<file path="config.mk">
export PLATFORM = sky130hd
export DESIGN_NAME = lsu_logical_shift_unit
export DESIGN_NICKNAME = d
export VERILOG_FILES = /design/src/lsu_shift_core.sv /design/src/lsu_logical_shift_unit.sv
export SDC_FILE = /design/constraint.sdc
export NUM_CORES = 1
export LEC_CHECK = 0
export BUFFER_PORTS_ARGS = -buffer_cell sky130_fd_sc_hd__buf_2
export CORE_AREA = 8 8 287 289
export CTS_CLUSTER_DIAMETER = 30
export DETAILED_ROUTE_END_ITERATION = 7
export DIE_AREA = 0 0 295 297
export REMOVE_ABC_BUFFERS = 1
export SLEW_MARGIN = 15
export SYNTH_ARGS = -nofsm -noshare
export SYNTH_HDL_FRONTEND = slang
export SYNTH_SLANG_ARGS = --single-unit
</file>
<file path="constraint.sdc">
create_clock -name aclk -period 13.1 [get_ports aclk]
set_input_delay 1.965 -clock aclk [delete_from_list [all_inputs] [get_ports aclk]]
set_output_delay 1.965 -clock aclk [all_outputs]
set_load 0.01 [all_outputs]
</file>
<file path="src/lsu_shift_core.sv">
// Purpose: logic shift datapath and shared constants of the logical shift unit
// Assumes: operands come from registers on the same clock; purely combinational
// Notes: the package sits ahead of the datapath so one file compiles first

`timescale 1ns/1ps

package lsu_pkg;
  // register byte offsets
  localparam logic [7:0] LSU_OFF_SUM = 8'h00;
  localparam logic [7:0] LSU_OFF_MUL = 8'h04;
  localparam logic [7:0] LSU_OFF_MCAND = 8'h08;
  localparam logic [7:0] LSU_OFF_STAT = 8'h0C;
  localparam logic [7:0] LSU_OFF_RPT = 8'h10;
  localparam logic [7:0] LSU_OFF_CMD = 8'h14;
  // status field positions
  localparam int LSU_ST_C = 0;
  localparam int LSU_ST_N = 1;
  localparam int LSU_ST_Z = 2;
  localparam int LSU_ST_V = 3;
  localparam int LSU_ST_OVC_LO = 4;
  localparam int LSU_ST_OVC_HI = 9;
  // command field positions
  localparam int LSU_CMD_OP_LO = 0;
  localparam int LSU_CMD_OP_HI = 2;
  localparam int LSU_CMD_HALF = 3;
  localparam int LSU_CMD_IMM_LO = 4;
  localparam int LSU_CMD_IMM_HI = 7;
  // operation codes
  localparam logic [2:0] LSU_OP_NONE = 3'h0;
  localparam logic [2:0] LSU_OP_SHL_WIDE = 3'h1;
  localparam logic [2:0] LSU_OP_SHL_LONG = 3'h2;
  localparam logic [2:0] LSU_OP_SHR_HALF_IMM = 3'h3;
  localparam logic [2:0] LSU_OP_SHR_HALF_REG = 3'h4;
  localparam logic [2:0] LSU_OP_SHR_WIDE = 3'h5;
  // reset values and bus answers
  localparam logic [31:0] LSU_RST_WORD = 32'h0000_0000;
  localparam logic [7:0] LSU_RST_RPT = 8'h00;
  localparam logic [1:0] LSU_RESP_OKAY = 2'h0;
  localparam logic [1:0] LSU_RESP_SLVERR = 2'h2;
endpackage : lsu_pkg

module lsu_shift_core
  import lsu_pkg::*;
(
  input wire logic [2:0] op,
  input wire logic half_upper,
  input wire logic [3:0] imm_field,
  input wire logic [31:0] acc_in,
  input wire logic [31:0] p_in,
  input wire logic [15:0] t_in,
  output logic [31:0] acc_out,
  output logic [31:0] p_out,
  output logic carry_out,
  output logic neg_out,
  output logic zero_out,
  output logic op_ok
);
  logic [4:0] imm_cnt;
  logic [4:0] half_cnt;
  logic [15:0] half_in;
  logic [16:0] half_sh;
  logic [64:0] wide_l;
  logic [64:0] wide_r;
  logic [32:0] long_l;

  // immediate field encodes counts 1..16, so a zero count never occurs there
  assign imm_cnt = {1'b0, imm_field} + 5'h01;
  assign half_in = half_upper ? acc_in[31:16] : acc_in[15:0];
  assign half_cnt = (op == LSU_OP_SHR_HALF_IMM) ? imm_cnt : {1'b0, t_in[3:0]};
  // one spare bit on each shifter catches the last bit shifted out
  assign half_sh = {half_in, 1'b0} >> half_cnt;
  assign wide_l = {1'b0, acc_in, p_in} << t_in[5:0];
  assign wide_r = {acc_in, p_in, 1'b0} >> imm_cnt;
  assign long_l = {1'b0, acc_in} << t_in[4:0];

  // result and flag select per operation
  always_comb begin
    acc_out = acc_in;
    p_out = p_in;
    carry_out = 1'b0;
    neg_out = 1'b0;
    zero_out = 1'b0;
    op_ok = 1'b1;
    case (op)
      LSU_OP_SHL_WIDE: begin
        {acc_out, p_out} = wide_l[63:0];
        carry_out = (t_in[5:0] == 6'h00) ? 1'b0 : wide_l[64];
      end
      LSU_OP_SHR_WIDE: begin
        {acc_out, p_out} = wide_r[64:1];
        carry_out = wide_r[0];
      end
      LSU_OP_SHL_LONG: begin
        acc_out = long_l[31:0];
        carry_out = (t_in[4:0] == 5'h00) ? 1'b0 : long_l[32];
      end
      LSU_OP_SHR_HALF_IMM, LSU_OP_SHR_HALF_REG: begin
        if (half_upper) begin
          acc_out = {half_sh[16:1], acc_in[15:0]};
        end else begin
          acc_out = {acc_in[31:16], half_sh[16:1]};
        end
        carry_out = (half_cnt == 5'h00) ? 1'b0 : half_sh[0];
      end
      default: begin
        op_ok = 1'b0;
      end
    endcase
    // flags follow the width of the operand that was shifted
    if (op == LSU_OP_SHR_HALF_IMM || op == LSU_OP_SHR_HALF_REG) begin
      neg_out = half_sh[16];
      zero_out = (half_sh[16:1] == 16'h0000);
    end else if (op == LSU_OP_SHL_LONG) begin
      neg_out = acc_out[31];
      zero_out = (acc_out == 32'h0000_0000);
    end else begin
      neg_out = acc_out[31];
      zero_out = ({acc_out, p_out} == 64'h0000_0000_0000_0000);
    end
  end
endmodule : lsu_shift_core

</file>
<file path="src/lsu_logical_shift_unit.sv">
// Purpose: logical shift unit with AXI4-Lite register access
// Assumes: single clock aclk, synchronous active-low reset aresetn
// Notes: a command register write with a shift code (1..5) runs one shift on the next edge
// Summary of operation
// - wide left shift by operand_hi_word low six bits, zero filled
// - wide pair is sum_register high word over mul_result low word
// - after wide shift, msb_flag copies sum_register bit 31
// - after wide shift, all_clear_flag set only when whole pair is zero
// - register count zero clears spill_flag, else last bit out
// - long left shift by low five count bits, zero filled
// - long shift updates zero and msb flags even at count zero
// - half right shift by immediate 1..16, zero filled, last bit to spill
// - only the chosen upper or low half of sum_register changes
// - after half shift, msb_flag copies result bit 15
// - after half shift, all_clear_flag set when half result is zero
// - half right by register uses low four count bits, flags always updated
// - wide right shift by immediate 1..16, zero filled, last bit to spill
// - register count source is upper 16 bits of multiplicand_register
// - shifts are not repeated; repeat_counter clears and shift runs once
//
// Design decisions made here: the AXI4-Lite slave port and the register offsets.

`timescale 1ns/1ps

module lsu_logical_shift_unit
  import lsu_pkg::*;
(
  input wire logic aclk,
  input wire logic aresetn,
  input wire logic [7:0] s_axi_awaddr,
  input wire logic s_axi_awvalid,
  output logic s_axi_awready,
  input wire logic [31:0] s_axi_wdata,
  input wire logic [3:0] s_axi_wstrb,
  input wire logic s_axi_wvalid,
  output logic s_axi_wready,
  output logic [1:0] s_axi_bresp,
  output logic s_axi_bvalid,
  input wire logic s_axi_bready,
  input wire logic [7:0] s_axi_araddr,
  input wire logic s_axi_arvalid,
  output logic s_axi_arready,
  output logic [31:0] s_axi_rdata,
  output logic [1:0] s_axi_rresp,
  output logic s_axi_rvalid,
  input wire logic s_axi_rready
);
  logic [31:0] sum_r, sum_nxt, mul_r, mul_nxt, mcand_r, mcand_nxt, cmd_r, cmd_nxt;
  logic [9:0] stat_r, stat_nxt;
  logic [7:0] rpt_r, rpt_nxt;
  logic aw_got_r, aw_got_nxt, w_got_r, w_got_nxt, bvalid_r, bvalid_nxt, rvalid_r, rvalid_nxt;
  logic [7:0] awaddr_r, awaddr_nxt;
  logic [31:0] wdata_r, wdata_nxt, rdata_r, rdata_nxt;
  logic [3:0] wstrb_r, wstrb_nxt;
  logic [1:0] bresp_r, bresp_nxt, rresp_r, rresp_nxt;
  logic wr_go, exec;
  logic [31:0] cmd_new, sh_acc, sh_p;
  logic sh_c, sh_n, sh_z, sh_ok;

  // byte-lane merge used for every writable register
  function automatic logic [31:0] lsu_merge(input logic [31:0] old_v, input logic [31:0] new_v,
                                            input logic [3:0] strb);
    logic [31:0] res;
    res = old_v;
    for (int i = 0; i < 4; i++) begin
      if (strb[i]) begin
        res[i*8 +: 8] = new_v[i*8 +: 8];
      end
    end
    return res;
  endfunction : lsu_merge

  // address check shared by both read and write paths
  function automatic logic lsu_mapped(input logic [7:0] addr);
    return (addr == LSU_OFF_SUM) || (addr == LSU_OFF_MUL) || (addr == LSU_OFF_MCAND) ||
           (addr == LSU_OFF_STAT) || (addr == LSU_OFF_RPT) || (addr == LSU_OFF_CMD);
  endfunction : lsu_mapped

  // write fires once both address and data are held and no response is pending
  assign wr_go = aw_got_r && w_got_r && !bvalid_r;
  assign cmd_new = lsu_merge(cmd_r, wdata_r, wstrb_r);
  assign exec = wr_go && (awaddr_r == LSU_OFF_CMD) && sh_ok;
  assign s_axi_awready = !aw_got_r && !bvalid_r;
  assign s_axi_wready = !w_got_r && !bvalid_r;
  assign s_axi_bvalid = bvalid_r;
  assign s_axi_bresp = bresp_r;
  assign s_axi_arready = !rvalid_r;
  assign s_axi_rvalid = rvalid_r;
  assign s_axi_rdata = rdata_r;
  assign s_axi_rresp = rresp_r;

  lsu_shift_core u_core (
    .op(cmd_new[LSU_CMD_OP_HI:LSU_CMD_OP_LO]),
    .half_upper(cmd_new[LSU_CMD_HALF]),
    .imm_field(cmd_new[LSU_CMD_IMM_HI:LSU_CMD_IMM_LO]),
    .acc_in(sum_r),
    .p_in(mul_r),
    .t_in(mcand_r[31:16]),
    .acc_out(sh_acc),
    .p_out(sh_p),
    .carry_out(sh_c),
    .neg_out(sh_n),
    .zero_out(sh_z),
    .op_ok(sh_ok)
  );

  // bus channel next state
  always_comb begin
    aw_got_nxt = aw_got_r;
    w_got_nxt = w_got_r;
    awaddr_nxt = awaddr_r;
    wdata_nxt = wdata_r;
    wstrb_nxt = wstrb_r;
    bvalid_nxt = bvalid_r;
    bresp_nxt = bresp_r;
    rvalid_nxt = rvalid_r;
    rdata_nxt = rdata_r;
    rresp_nxt = rresp_r;
    if (s_axi_awvalid && s_axi_awready) begin
      aw_got_nxt = 1'b1;
      awaddr_nxt = s_axi_awaddr;
    end
    if (s_axi_wvalid && s_axi_wready) begin
      w_got_nxt = 1'b1;
      wdata_nxt = s_axi_wdata;
      wstrb_nxt = s_axi_wstrb;
    end
    if (wr_go) begin
      aw_got_nxt = 1'b0;
      w_got_nxt = 1'b0;
      bvalid_nxt = 1'b1;
      bresp_nxt = lsu_mapped(awaddr_r) ? LSU_RESP_OKAY : LSU_RESP_SLVERR;
    end else if (bvalid_r && s_axi_bready) begin
      bvalid_nxt = 1'b0;
    end
    if (s_axi_arvalid && s_axi_arready) begin
      rvalid_nxt = 1'b1;
      rresp_nxt = lsu_mapped(s_axi_araddr) ? LSU_RESP_OKAY : LSU_RESP_SLVERR;
      unique case (s_axi_araddr)
        LSU_OFF_SUM: rdata_nxt = sum_r;
        LSU_OFF_MUL: rdata_nxt = mul_r;
        LSU_OFF_MCAND: rdata_nxt = mcand_r;
        LSU_OFF_STAT: rdata_nxt = {22'h00_0000, stat_r};
        LSU_OFF_RPT: rdata_nxt = {24'h00_0000, rpt_r};
        LSU_OFF_CMD: rdata_nxt = cmd_r;
        default: rdata_nxt = LSU_RST_WORD;
      endcase
    end else if (rvalid_r && s_axi_rready) begin
      rvalid_nxt = 1'b0;
    end
  end

  always_ff @(posedge aclk) begin
    if (!aresetn) begin
      aw_got_r <= 1'b0;
      w_got_r <= 1'b0;
      awaddr_r <= 8'h00;
      wdata_r <= LSU_RST_WORD;
      wstrb_r <= 4'h0;
      bvalid_r <= 1'b0;
      bresp_r <= LSU_RESP_OKAY;
      rvalid_r <= 1'b0;
      rdata_r <= LSU_RST_WORD;
      rresp_r <= LSU_RESP_OKAY;
    end else begin
      aw_got_r <= aw_got_nxt;
      w_got_r <= w_got_nxt;
      awaddr_r <= awaddr_nxt;
      wdata_r <= wdata_nxt;
      wstrb_r <= wstrb_nxt;
      bvalid_r <= bvalid_nxt;
      bresp_r <= bresp_nxt;
      rvalid_r <= rvalid_nxt;
      rdata_r <= rdata_nxt;
      rresp_r <= rresp_nxt;
    end
  end

  // register file and shift commit; a shift owns the operand registers that cycle
  always_comb begin
    sum_nxt = sum_r;
    mul_nxt = mul_r;
    mcand_nxt = mcand_r;
    stat_nxt = stat_r;
    rpt_nxt = rpt_r;
    cmd_nxt = cmd_r;
    if (wr_go) begin
      unique case (awaddr_r)
        LSU_OFF_SUM: sum_nxt = lsu_merge(sum_r, wdata_r, wstrb_r);
        LSU_OFF_MUL: mul_nxt = lsu_merge(mul_r, wdata_r, wstrb_r);
        LSU_OFF_MCAND: mcand_nxt = lsu_merge(mcand_r, wdata_r, wstrb_r);
        LSU_OFF_STAT: stat_nxt = 10'(lsu_merge({22'h00_0000, stat_r}, wdata_r, wstrb_r));
        LSU_OFF_RPT: rpt_nxt = 8'(lsu_merge({24'h00_0000, rpt_r}, wdata_r, wstrb_r));
        LSU_OFF_CMD: cmd_nxt = cmd_new;
        default: cmd_nxt = cmd_r;
      endcase
    end
    if (exec) begin
      sum_nxt = sh_acc;
      mul_nxt = sh_p;
      stat_nxt[LSU_ST_C] = sh_c;
      stat_nxt[LSU_ST_N] = sh_n;
      stat_nxt[LSU_ST_Z] = sh_z;
      rpt_nxt = LSU_RST_RPT;
    end
  end

  // overflow bits only ever come from software writes
  always_ff @(posedge aclk) begin
    if (!aresetn) begin
      sum_r <= LSU_RST_WORD;
      mul_r <= LSU_RST_WORD;
      mcand_r <= LSU_RST_WORD;
      stat_r <= 10'h000;
      rpt_r <= LSU_RST_RPT;
      cmd_r <= LSU_RST_WORD;
    end else begin
      sum_r <= sum_nxt;
      mul_r <= mul_nxt;
      mcand_r <= mcand_nxt;
      stat_r <= stat_nxt;
      rpt_r <= rpt_nxt;
      cmd_r <= cmd_nxt;
    end
  end

  // checks; op decoded from the command that executes
  logic [2:0] x_op;
  logic x_up;
  assign x_op = cmd_new[LSU_CMD_OP_HI:LSU_CMD_OP_LO];
  assign x_up = cmd_new[LSU_CMD_HALF];

  property p_rpt_clear;
    @(posedge aclk) disable iff (!aresetn) exec |=> rpt_r == 8'h00;
  endproperty
  a_rpt_clear: assert property (p_rpt_clear) else $error("repeat counter not cleared");

  property p_ovf_keep;
    @(posedge aclk) disable iff (!aresetn) exec |=> $stable(stat_r[LSU_ST_OVC_HI:LSU_ST_V]);
  endproperty
  a_ovf_keep: assert property (p_ovf_keep) else $error("overflow state changed by shift");

  property p_wide_neg;
    @(posedge aclk) disable iff (!aresetn)
      exec && (x_op == LSU_OP_SHL_WIDE || x_op == LSU_OP_SHR_WIDE) |=> stat_r[LSU_ST_N] == sum_r[31];
  endproperty
  a_wide_neg: assert property (p_wide_neg) else $error("wide msb flag wrong");

  property p_wide_zero;
    @(posedge aclk) disable iff (!aresetn)
      exec && (x_op == LSU_OP_SHL_WIDE || x_op == LSU_OP_SHR_WIDE)
      |=> stat_r[LSU_ST_Z] == ({sum_r, mul_r} == 64'h0000_0000_0000_0000);
  endproperty
  a_wide_zero: assert property (p_wide_zero) else $error("wide zero flag wrong");

  property p_zero_count;
    @(posedge aclk) disable iff (!aresetn)
      exec && (x_op == LSU_OP_SHL_WIDE || x_op == LSU_OP_SHL_LONG) && mcand_r[20:16] == 5'h00
      && (x_op == LSU_OP_SHL_LONG || !mcand_r[21])
      |=> !stat_r[LSU_ST_C] && sum_r == $past(sum_r) && mul_r == $past(mul_r);
  endproperty
  a_zero_count: assert property (p_zero_count) else $error("zero count changed data or carry");

  property p_half_only;
    @(posedge aclk) disable iff (!aresetn)
      exec && (x_op == LSU_OP_SHR_HALF_IMM || x_op == LSU_OP_SHR_HALF_REG) && x_up
      |=> sum_r[15:0] == $past(sum_r[15:0]) && $stable(mul_r) && stat_r[LSU_ST_N] == sum_r[31]
          && stat_r[LSU_ST_Z] == (sum_r[31:16] == 16'h0000);
  endproperty
  a_half_only: assert property (p_half_only) else $error("upper half shift wrong");

  property p_half_low;
    @(posedge aclk) disable iff (!aresetn)
      exec && x_op == LSU_OP_SHR_HALF_IMM && !x_up
      |=> sum_r[31:16] == $past(sum_r[31:16]) && !sum_r[15] && !stat_r[LSU_ST_N];
  endproperty
  a_half_low: assert property (p_half_low) else $error("low half immediate shift wrong");

  property p_wide_right_fill;
    @(posedge aclk) disable iff (!aresetn)
      exec && x_op == LSU_OP_SHR_WIDE |=> !sum_r[31] && !stat_r[LSU_ST_N];
  endproperty
  a_wide_right_fill: assert property (p_wide_right_fill) else $error("wide right not zero filled");

  property p_long_flags;
    @(posedge aclk) disable iff (!aresetn)
      exec && x_op == LSU_OP_SHL_LONG |=> stat_r[LSU_ST_Z] == (sum_r == 32'h0000_0000) && $stable(mul_r);
  endproperty
  a_long_flags: assert property (p_long_flags) else $error("long shift flags wrong");

  property p_bresp_hold;
    @(posedge aclk) disable iff (!aresetn) s_axi_bvalid && !s_axi_bready |=> s_axi_bvalid && $stable(s_axi_bresp);
  endproperty
  a_bresp_hold: assert property (p_bresp_hold) else $error("write response dropped");

  c_wide: cover property (@(posedge aclk) disable iff (!aresetn) exec && x_op == LSU_OP_SHL_WIDE);
  c_half: cover property (@(posedge aclk) disable iff (!aresetn) exec && x_op == LSU_OP_SHR_HALF_REG);
  c_rpt: cover property (@(posedge aclk) disable iff (!aresetn) exec && rpt_r != 8'h00);
  c_err: cover property (@(posedge aclk) disable iff (!aresetn) s_axi_rvalid && s_axi_rresp == LSU_RESP_SLVERR);
endmodule : lsu_logical_shift_unit

</file>
==> results of run 1 <==
-- layout make-up --
class                   instances  area share
multi-input cells            2190      0.6348
flip-flops and latches        228      0.1845
repair buffers                214     0.05518
well taps                    1050     0.05292
clock buffers                  56     0.05251
clock inverters                38     0.01698
inverters                      18    0.002721
diodes                          4   0.0004032
-- per-layer routing --
| metal | vias to the layer above | GRT usage | wire length, um |
|---|---|---|---|
| met1 | 12147 | 0.3689 | 51020 |
| met2 | 1742 | 0.4243 | 55100 |
| li1 | 10311 | - | - |
| met5 | - | 0 | 69 |
| met4 | 10 | 0.1847 | 10240 |
| met3 | 478 | 0.08274 | 15130 |
-- cells by family (layout without fill, tap and decap cells) --
| kind of cell | Yosys count | count (layout) | synth area share |
|---|---|---|---|
| AO/OA/AOI/OAI | 838 | 838 | 0.2664 |
| XOR/XNOR | 4 | 4 | 0.001624 |
| adder cells (fa/ha/maj) | 1 | 1 | 0.0005800 |
| buffers and inverters | 328 | 326 | 0.06184 |
| flip-flops | 228 | 228 | 0.2116 |
| multiplexers | 359 | 359 | 0.2445 |
| other | 1 | 6 | 0.0001739 |
| AND/OR/NAND/NOR | 986 | 986 | 0.2133 |
-- layout by cell type (no fill, tap or decap), types with 9 or more instances in the layout --
cell | netlist | final
nand2b_1 | 14 | 14
mux2i_1 | 177 | 176
o211ai_1 | 25 | 25
nor2_1 | 185 | 183
a21boi_0 | 106 | 106
and2_1 | 30 | 28
mux4_2 | 126 | 126
buf_4 | 5 | 117
a21oi_1 | 223 | 218
a222oi_1 | 26 | 26
nand2_1 | 397 | 397
clkinv_2 | 0 | 9
a221oi_1 | 27 | 27
a31oi_1 | 16 | 16
clkbuf_16 | 0 | 50
a32oi_1 | 10 | 10
o31ai_1 | 10 | 10
nand3_1 | 111 | 111
o22ai_1 | 63 | 63
buf_2 | 54 | 96
nand4_1 | 25 | 25
o21ai_0 | 95 | 93
inv_1 | 15 | 15
nor2b_1 | 99 | 99
clkinvlp_4 | 0 | 10
nor3_1 | 50 | 50
a2111oi_0 | 12 | 12
nor4_1 | 14 | 12
o221ai_1 | 25 | 25
a211oi_1 | 61 | 61
a22oi_1 | 28 | 28
mux2_2 | 50 | 50
o211a_1 | 16 | 16
dfxtp_1 | 228 | 221
and3_1 | 17 | 16
a311oi_1 | 9 | 9
-- sequential cells by signal (all words and copies together) (netlist names), 4 cells and up --
register     flops
sum_r           32
rpt_r            8
mul_r           32
wdata_r         32
wstrb_r          4
awaddr_r         8
stat_r          10
s_axi_rdata     32
cmd_r           32
mcand_r         32
-- worst reg2reg max path, delay by kind of cell (launching register included) --
kind                   cells  cell delay (ns)
flip-flops                 1             0.47
buffers and inverters      3             1.44
AND/OR/NAND/NOR            3             1.61
AO/OA/AOI/OAI              5             1.73
multiplexers               3             0.59
-- through the flow --
step	setup slack (ns)	hold slack [ns]
6_report	7.162	0.4612
5_1_grt	6.895	0.4826
4_1_cts	7.364	0.4639
3_5_place_dp	7.409	0.4576
3_3_place_gp	7.571	0.4511
2_1_floorplan	6.408	0.4428
-- final timing paths --
path	start	slack (ns)	cells past startpoint	to
worst max register to register	wdata_r[4]	7.16	14	stat_r[2]
worst min-delay path	mcand_r[24]	0.46	2	mcand_r[24]
worst max-delay path	wdata_r[4]	7.16	14	stat_r[2]
worst min register to register	mcand_r[24]	0.46	2	mcand_r[24]
-- power by group through the flow --
stage	combinational, mW	clock, mW	sequential, mW
floorplan	0.0699	0	0.734
CTS	0.151	1.30	0.722
global route	0.162	1.34	0.724
global placement	0.151	0	0.736
finish	0.153	1.28	0.723
detailed placement	0.150	0	0.736
==> out/metrics.yaml, run 1 <==
die:
  core_sq_um: 77970
  die_y_um: 297
  ios: 100
  die_area_sq_um: 87620
  die_x_um: 295
  start_util: 0.2766
  fp-row-count: 103
power_and_ir_drop:
  irDropWorstVdd_mv: 0.1073
  pwr-share-clk: 0.594
  power-per-cell-area_nw_per_um2: 86.88
  power_switching_mw: 0.5779
  power_switching_share: 0.2679
  p_comb_frac: 0.071
  internal_power_mw: 1.579
  p_total_mw: 2.157
  pwr-share-seq: 0.335
  cellLeakagePower_nw: 8.285
status:
  outcome: "finished with violations"
  failed_checks: "design-rule violations"
timing:
  drv_slew: 0
  finalHoldViolCount: 0
  tns_ns: 0
  skew_ns: 0.04864
  period_needed_ns: 5.938
  rsz0062_at_grt: "no"
  fin_crit_sh: 0.4533
  max_freq_ghz: 0.1684
  tightestPinTransition_ns: 1.291
  setup_violations: 0
  relSlewSlack: 0.1359
grt:
  grt_pass1_vias: 23562
  overflow: 0
  grt_pass1_wl_um: 185900
  antenna_found_initial: 9
  grt_max_degree: 94
  grt_usage: 0.2895
placement:
  gp_congestion: 1.113
  port_buffers: 97
  post-place-cells: 3700
  dp_hpwl_um: 96200
  place_area_sq_um: 23080
final_layout:
  register_area_sq_um: 4581
  syn_to_final_growth_pct: 15.11
  multiInputGateArea_sq_um: 15760
  drive_gt1_frac: 0.1931
  final_util: 0.3184
  layout.nets: 2762
  fill_cells: 8291
  stdcell_area_sq_um: 24830
  instances_no_fill: 3798
worst_setup_path:
  crit_chain: "mux2i_4 > buf_4 > inv_2 > buf_4 > mux2i_1 > mux2i_1 > o21ai_0 > o22ai_1 > nor4_1 > o221ai_1 > nor4b_1 > and4b_1 > o211ai_1 > o31ai_1"
  critPathTopFamily: "compound AO/OA/AOI/OAI gates"
  worst_path_max_delay_cell: "nor4_1"
  critPathMaxFanout: 41
  worst-path-buf-inv: 3
  critPathRequiredTime_ns: 13.61
  slowest_delay_ns: 0.95
  worstSetupEndpointType: "flop"
  cp.arrival_ns: 6.45
  critPathLaunchType: "flop"
  crit_type: "flop to flop"
logic_synthesis:
  ys_seq_area_frac: 0.2116
  syn_area_per_cell_sq_um: 7.857
  ys_top_cells_by_count: "397 x nand2_1, 228 x dfxtp_1, 223 x a21oi_1, 211 x clkbuf_1, 185 x nor2_1"
  async_flop_share: 0
  yosysTopAreaCell: "dfxtp_1"
  synth_area_sq_um: 21570
  synthTopCellsByArea: "dfxtp_1 21%, mux4_2 13%, mux2i_1 8.2%, nand2_1 6.9%, a21oi_1 5.2%"
  yosys_warnings: 0
  ys_seq_elements: 228
  synth-edff-count: 0
  yosys.area.top_type_share: 0.2116
  synth.distinct_cells: 89
  syn_inst: 2745
  ys.flop_type: "dfxtp_1"
  synth.most_common_cell: "nand2_1"
clocking:
  clock-sinks: 228
  clk_latency_ns: 0.61
  cts_tree: "done"
  h-tree-depth: 2
  path_clk_slew_ns: 0.05
  postCtsHoldBufs: 0
  postCtsSetupBuffers: 0
  clock_path_buffers: 3
  cts_resized: 0
  cts_root_buffer: "clkbuf_16"
  cts_buffers: 50
detailed_routing:
  drc_errors: 1
  drt_iter0_drc: 3679
  finalWirelength_um: 131600
  dr.pass1.iters: 8
  ant_nets: 0
  viasPerCell: 6.500
  routed-via-count: 24688
  wl_per_cell_um: 34.64
run:
  cap_violations: 0
worst_hold_path:
  min_path_type: "flop to flop"
(Power assumes the default switching activity.)
==> run 2: changes to the inputs <==
- ABC_AREA: unset -> 1
- CORE_AREA: 8 8 287 289 -> 8 8 274 276
- DIE_AREA: 0 0 295 297 -> 0 0 282 284
- clock period: 13.1 -> 5.06 ns (I/O delays scaled with it)
==> run 2 against run 1 <==
Against the previous run:
- the run now ends clean
- clock skew down 0.012 ns
- largest cell class unchanged
- utilization up 1.2 points
- first-iteration DRC count up 3.4%
- sequential power rose to 2.6 times the previous value
- largest power group unchanged
- die area down 8.6%
- via count up 6.7%
==> out/metrics.yaml, run 2 <==
clocking:
  clock_path_buffers: 3  # unchanged
  cts_buffers: 59  # was 50
  cts_resized: 0  # unchanged
  h-tree-depth: 2  # unchanged
  clock-sinks: 228  # unchanged
  postCtsHoldBufs: 0  # unchanged
  cts_root_buffer: "clkbuf_16"  # unchanged
  clk_latency_ns: 0.64  # was 0.61 ns
  path_clk_slew_ns: 0.05  # about the same
  postCtsSetupBuffers: 0  # unchanged
  cts_tree: "done"  # unchanged
worst_setup_path:
  worstSetupEndpointType: "flop"  # unchanged
  worst-path-buf-inv: 4  # was 3
  crit_chain: "inv_2 > nand2_1 > nand2_4 > nand3_4 > nand2_2 > inv_2 > nand3_4 > inv_2 > buf_4 > nand2_1 > nand2_1 > nand2_1 > nor2_1 > nand2_1 > nor2_1 > nand2_1 > nand2_1 > nand2_1 > a21oi_2"  # was mux2i_4 > buf_4 > inv_2 > buf_4 > mux2i_1 > mux2i_1 > o21ai_0 > o22ai_1 > nor4_1 > o221ai_1 > nor4b_1 > and4b_1 > o211ai_1 > o31ai_1
  cp.arrival_ns: 5.04  # was 6.45 ns
  critPathLaunchType: "flop"  # unchanged
  critPathRequiredTime_ns: 5.63  # was 13.61 ns
  cp_common_cell: "nand2_1"
  slowest_delay_ns: 0.77  # was 0.95 ns
  critPathMaxFanout: 25  # was 41
  critPathTopFamily: "simple AND/OR/NAND/NOR gates"  # was compound AO/OA/AOI/OAI gates
  worst_path_max_delay_cell: "dfxtp_1"  # was nor4_1
  crit_type: "flop to flop"  # unchanged
power_and_ir_drop:
  p_total_mw: 6.668  # was 2.157 mW
  irDropWorstVdd_mv: 0.3228  # was 0.1073 mV
  power_switching_share: 0.3113  # was 0.2679
  p_comb_frac: 0.143  # was 0.071
  pwr-share-seq: 0.282  # was 0.335
  pwr-share-clk: 0.575  # was 0.594
  internal_power_mw: 4.592  # was 1.579 mW
  power-per-cell-area_nw_per_um2: 284.8  # was 86.88 nW/um^2
  power_switching_mw: 2.075  # was 0.5779 mW
  cellLeakagePower_nw: 9.776  # was 8.285 nW
timing:
  max_freq_ghz: 0.2236  # was 0.1684 GHz
  skew_ns: 0.03686  # was 0.04864 ns
  drv_slew: 0  # unchanged
  tightestPinTransition_ns: 1.121  # was 1.291 ns
  period_needed_ns: 4.471  # was 5.938 ns
  finalHoldViolCount: 0  # unchanged
  fin_crit_sh: 0.8837  # was 0.4533
  rsz0062_at_grt: "no"  # unchanged
  relSlewSlack: 0.2511  # was 0.1359
  setup_violations: 0  # unchanged
status:
  outcome: "finished clean"  # was finished with violations
final_layout:
  final_cell_mix: "978 x nand2_1, 681 x nand3_1, 334 x o21ai_0"  # was 397 x nand2_1, 221 x dfxtp_1, 218 x a21oi_1
  drive_gt1_frac: 0.1115  # was 0.1931
  layout_commonest_cell: "nand2_1"  # unchanged
  layout.nets: 3579  # was 2762
  syn_to_final_growth_pct: 19.42  # was 15.11%
  stdcell_area_sq_um: 23410  # was 24830 sq um
  instances_no_fill: 4520  # was 3798
  antenna_cells: 0  # was 4
logic_synthesis:
  yosys_warnings: 0  # unchanged
  syn_inst: 3484  # was 2745
  ys_seq_elements: 228  # unchanged
  yosysTopAreaCell: "dfxtp_1"  # unchanged
  syn_area_per_cell_sq_um: 5.627  # was 7.857 sq um
  synth_area_sq_um: 19610  # was 21570 sq um
  ys_top_cells_by_count: "980 x nand2_1, 681 x nand3_1, 334 x o21ai_0, 312 x a21oi_1, 228 x dfxtp_1"  # was 397 x nand2_1, 228 x dfxtp_1, 223 x a21oi_1, 211 x clkbuf_1, 185 x nor2_1
  async_flop_share: 0  # unchanged
  synth.most_common_cell: "nand2_1"  # unchanged
  yosys.area.top_type_share: 0.2328  # was 0.2116
  synth.distinct_cells: 52  # was 89
  synth-edff-count: 0  # unchanged
  ys.flop_type: "dfxtp_1"  # unchanged
  synthTopCellsByArea: "dfxtp_1 23%, nand2_1 19%, nand3_1 17%, o21ai_0 8.5%, a21oi_1 8.0%"  # was dfxtp_1 21%, mux4_2 13%, mux2i_1 8.2%, nand2_1 6.9%, a21oi_1 5.2%
  ys_seq_area_frac: 0.2328  # was 0.2116
detailed_routing:
  dr.pass1.iters: 8  # unchanged
  drt_iter0_drc: 3805  # was 3679
  finalWirelength_um: 120300  # was 131600 um
  ant_nets: 0  # unchanged
  routed-via-count: 26334  # was 24688
  wl_per_cell_um: 26.62  # was 34.64 um
  viasPerCell: 5.826  # was 6.500
  drc_errors: 0  # was 1
die:
  ios: 100  # unchanged
  core_sq_um: 70750  # was 77970 sq um
  die_y_um: 284  # was 297 um
  start_util: 0.2771  # was 0.2766
  fp-row-count: 98  # was 103
  die_x_um: 282  # was 295 um
  die_area_sq_um: 80090  # was 87620 sq um
grt:
  antenna_found_initial: 6  # was 9
  grt_pass1_wl_um: 173300  # was 185900 um
  grt_max_degree: 101  # was 94
  grt_usage: 0.2891  # was 0.2895
  grt_pass1_vias: 24515  # was 23562
  overflow: 0  # unchanged
placement:
  port_buffers: 97  # unchanged
  place_area_sq_um: 21350  # was 23080 sq um
  gp_congestion: 1.082  # was 1.113
  dp_hpwl_um: 91300  # was 96200 um
  post-place-cells: 4408  # was 3700
run:
  cap_violations: 0  # unchanged
worst_hold_path:
  min_path_type: "primary input to flop"  # was flop to flop
==> run 2: power by group through the flow <==
stage          sequential [mW]  clock, mW  combinational, mW
5_1_grt                   1.88       3.97               1.02
2_1_floorplan             1.91          0              0.502
4_1_cts                   1.88       3.88              0.923
6_report                  1.88       3.83              0.955
3_3_place_gp              1.91          0              0.927
3_5_place_dp              1.91          0              0.920
==> run 2: final cells by class <==
cell class,instances,area [sq um]
multi-input combinational,2804,13240
timing repair buffer,219,1567
tap,950,1189
inverter,207,779.5
sequential,228,4573
clock inverter,40,456.7
fill,7996,47340
clock buffer,72,1607
==> run 2: metal layers <==
metal  share of wire  wire, um  vias to the layer above  global-route usage
met2            0.43     51370                     1608              0.4346
met1            0.40     48380                    12346              0.3743
met4           0.069      8276                        6              0.1665
li1                -         -                    12026                   -
met5         0.00034        41                        -                   0
met3            0.10     12260                      348             0.06700
==> run 2: stage by stage <==
step	hold slack, ns	setup WS, ns	TNS [ns]	utilization
after floorplan	0.4233	-0.2965	-0.2965	-
final	0.3882	0.5887	0	0.3309
after global routing	0.3920	0.2516	0	0.3309
after CTS	0.3630	0.7069	0	0.3309
after global placement	0.4359	0.7417	0	0.3018
after detailed placement	0.4388	0.7189	0	0.3018
==> run 2: cells by family after synthesis <==
group,synth area share
AND/OR/NAND/NOR,0.4364
flip-flops,0.2328
buffers and inverters,0.09541
adder cells (fa/ha/maj),0.0006381
XOR/XNOR,0.0004468
other,0.0001913
AO/OA/AOI/OAI,0.2341
==> run 2: worst paths after layout <==
kind	start	end	cells after the start	slack (ns)
max	wstrb_r[0]	stat_r[2]	19	0.59
min	s_axi_awaddr[7]	awaddr_r[7]	3	0.39
min reg2reg	mcand_r[14]	mcand_r[14]	2	0.45
max reg2reg	wstrb_r[0]	stat_r[2]	19	0.59
==> run 2: worst reg2reg max path, cell delays in order (launching register included) <==
cell     delay (ns)
dfxtp_1        0.77
inv_2          0.21
nand2_1        0.17
nand2_4        0.11
nand3_4        0.20
nand2_2        0.22
inv_2          0.14
nand3_4        0.30
inv_2          0.62
buf_4          0.35
nand2_1        0.07
nand2_1        0.19
nand2_1        0.08
nor2_1         0.27
nand2_1        0.09
nor2_1         0.25
nand2_1        0.12
nand2_1        0.08
nand2_1        0.07
a21oi_2        0.10
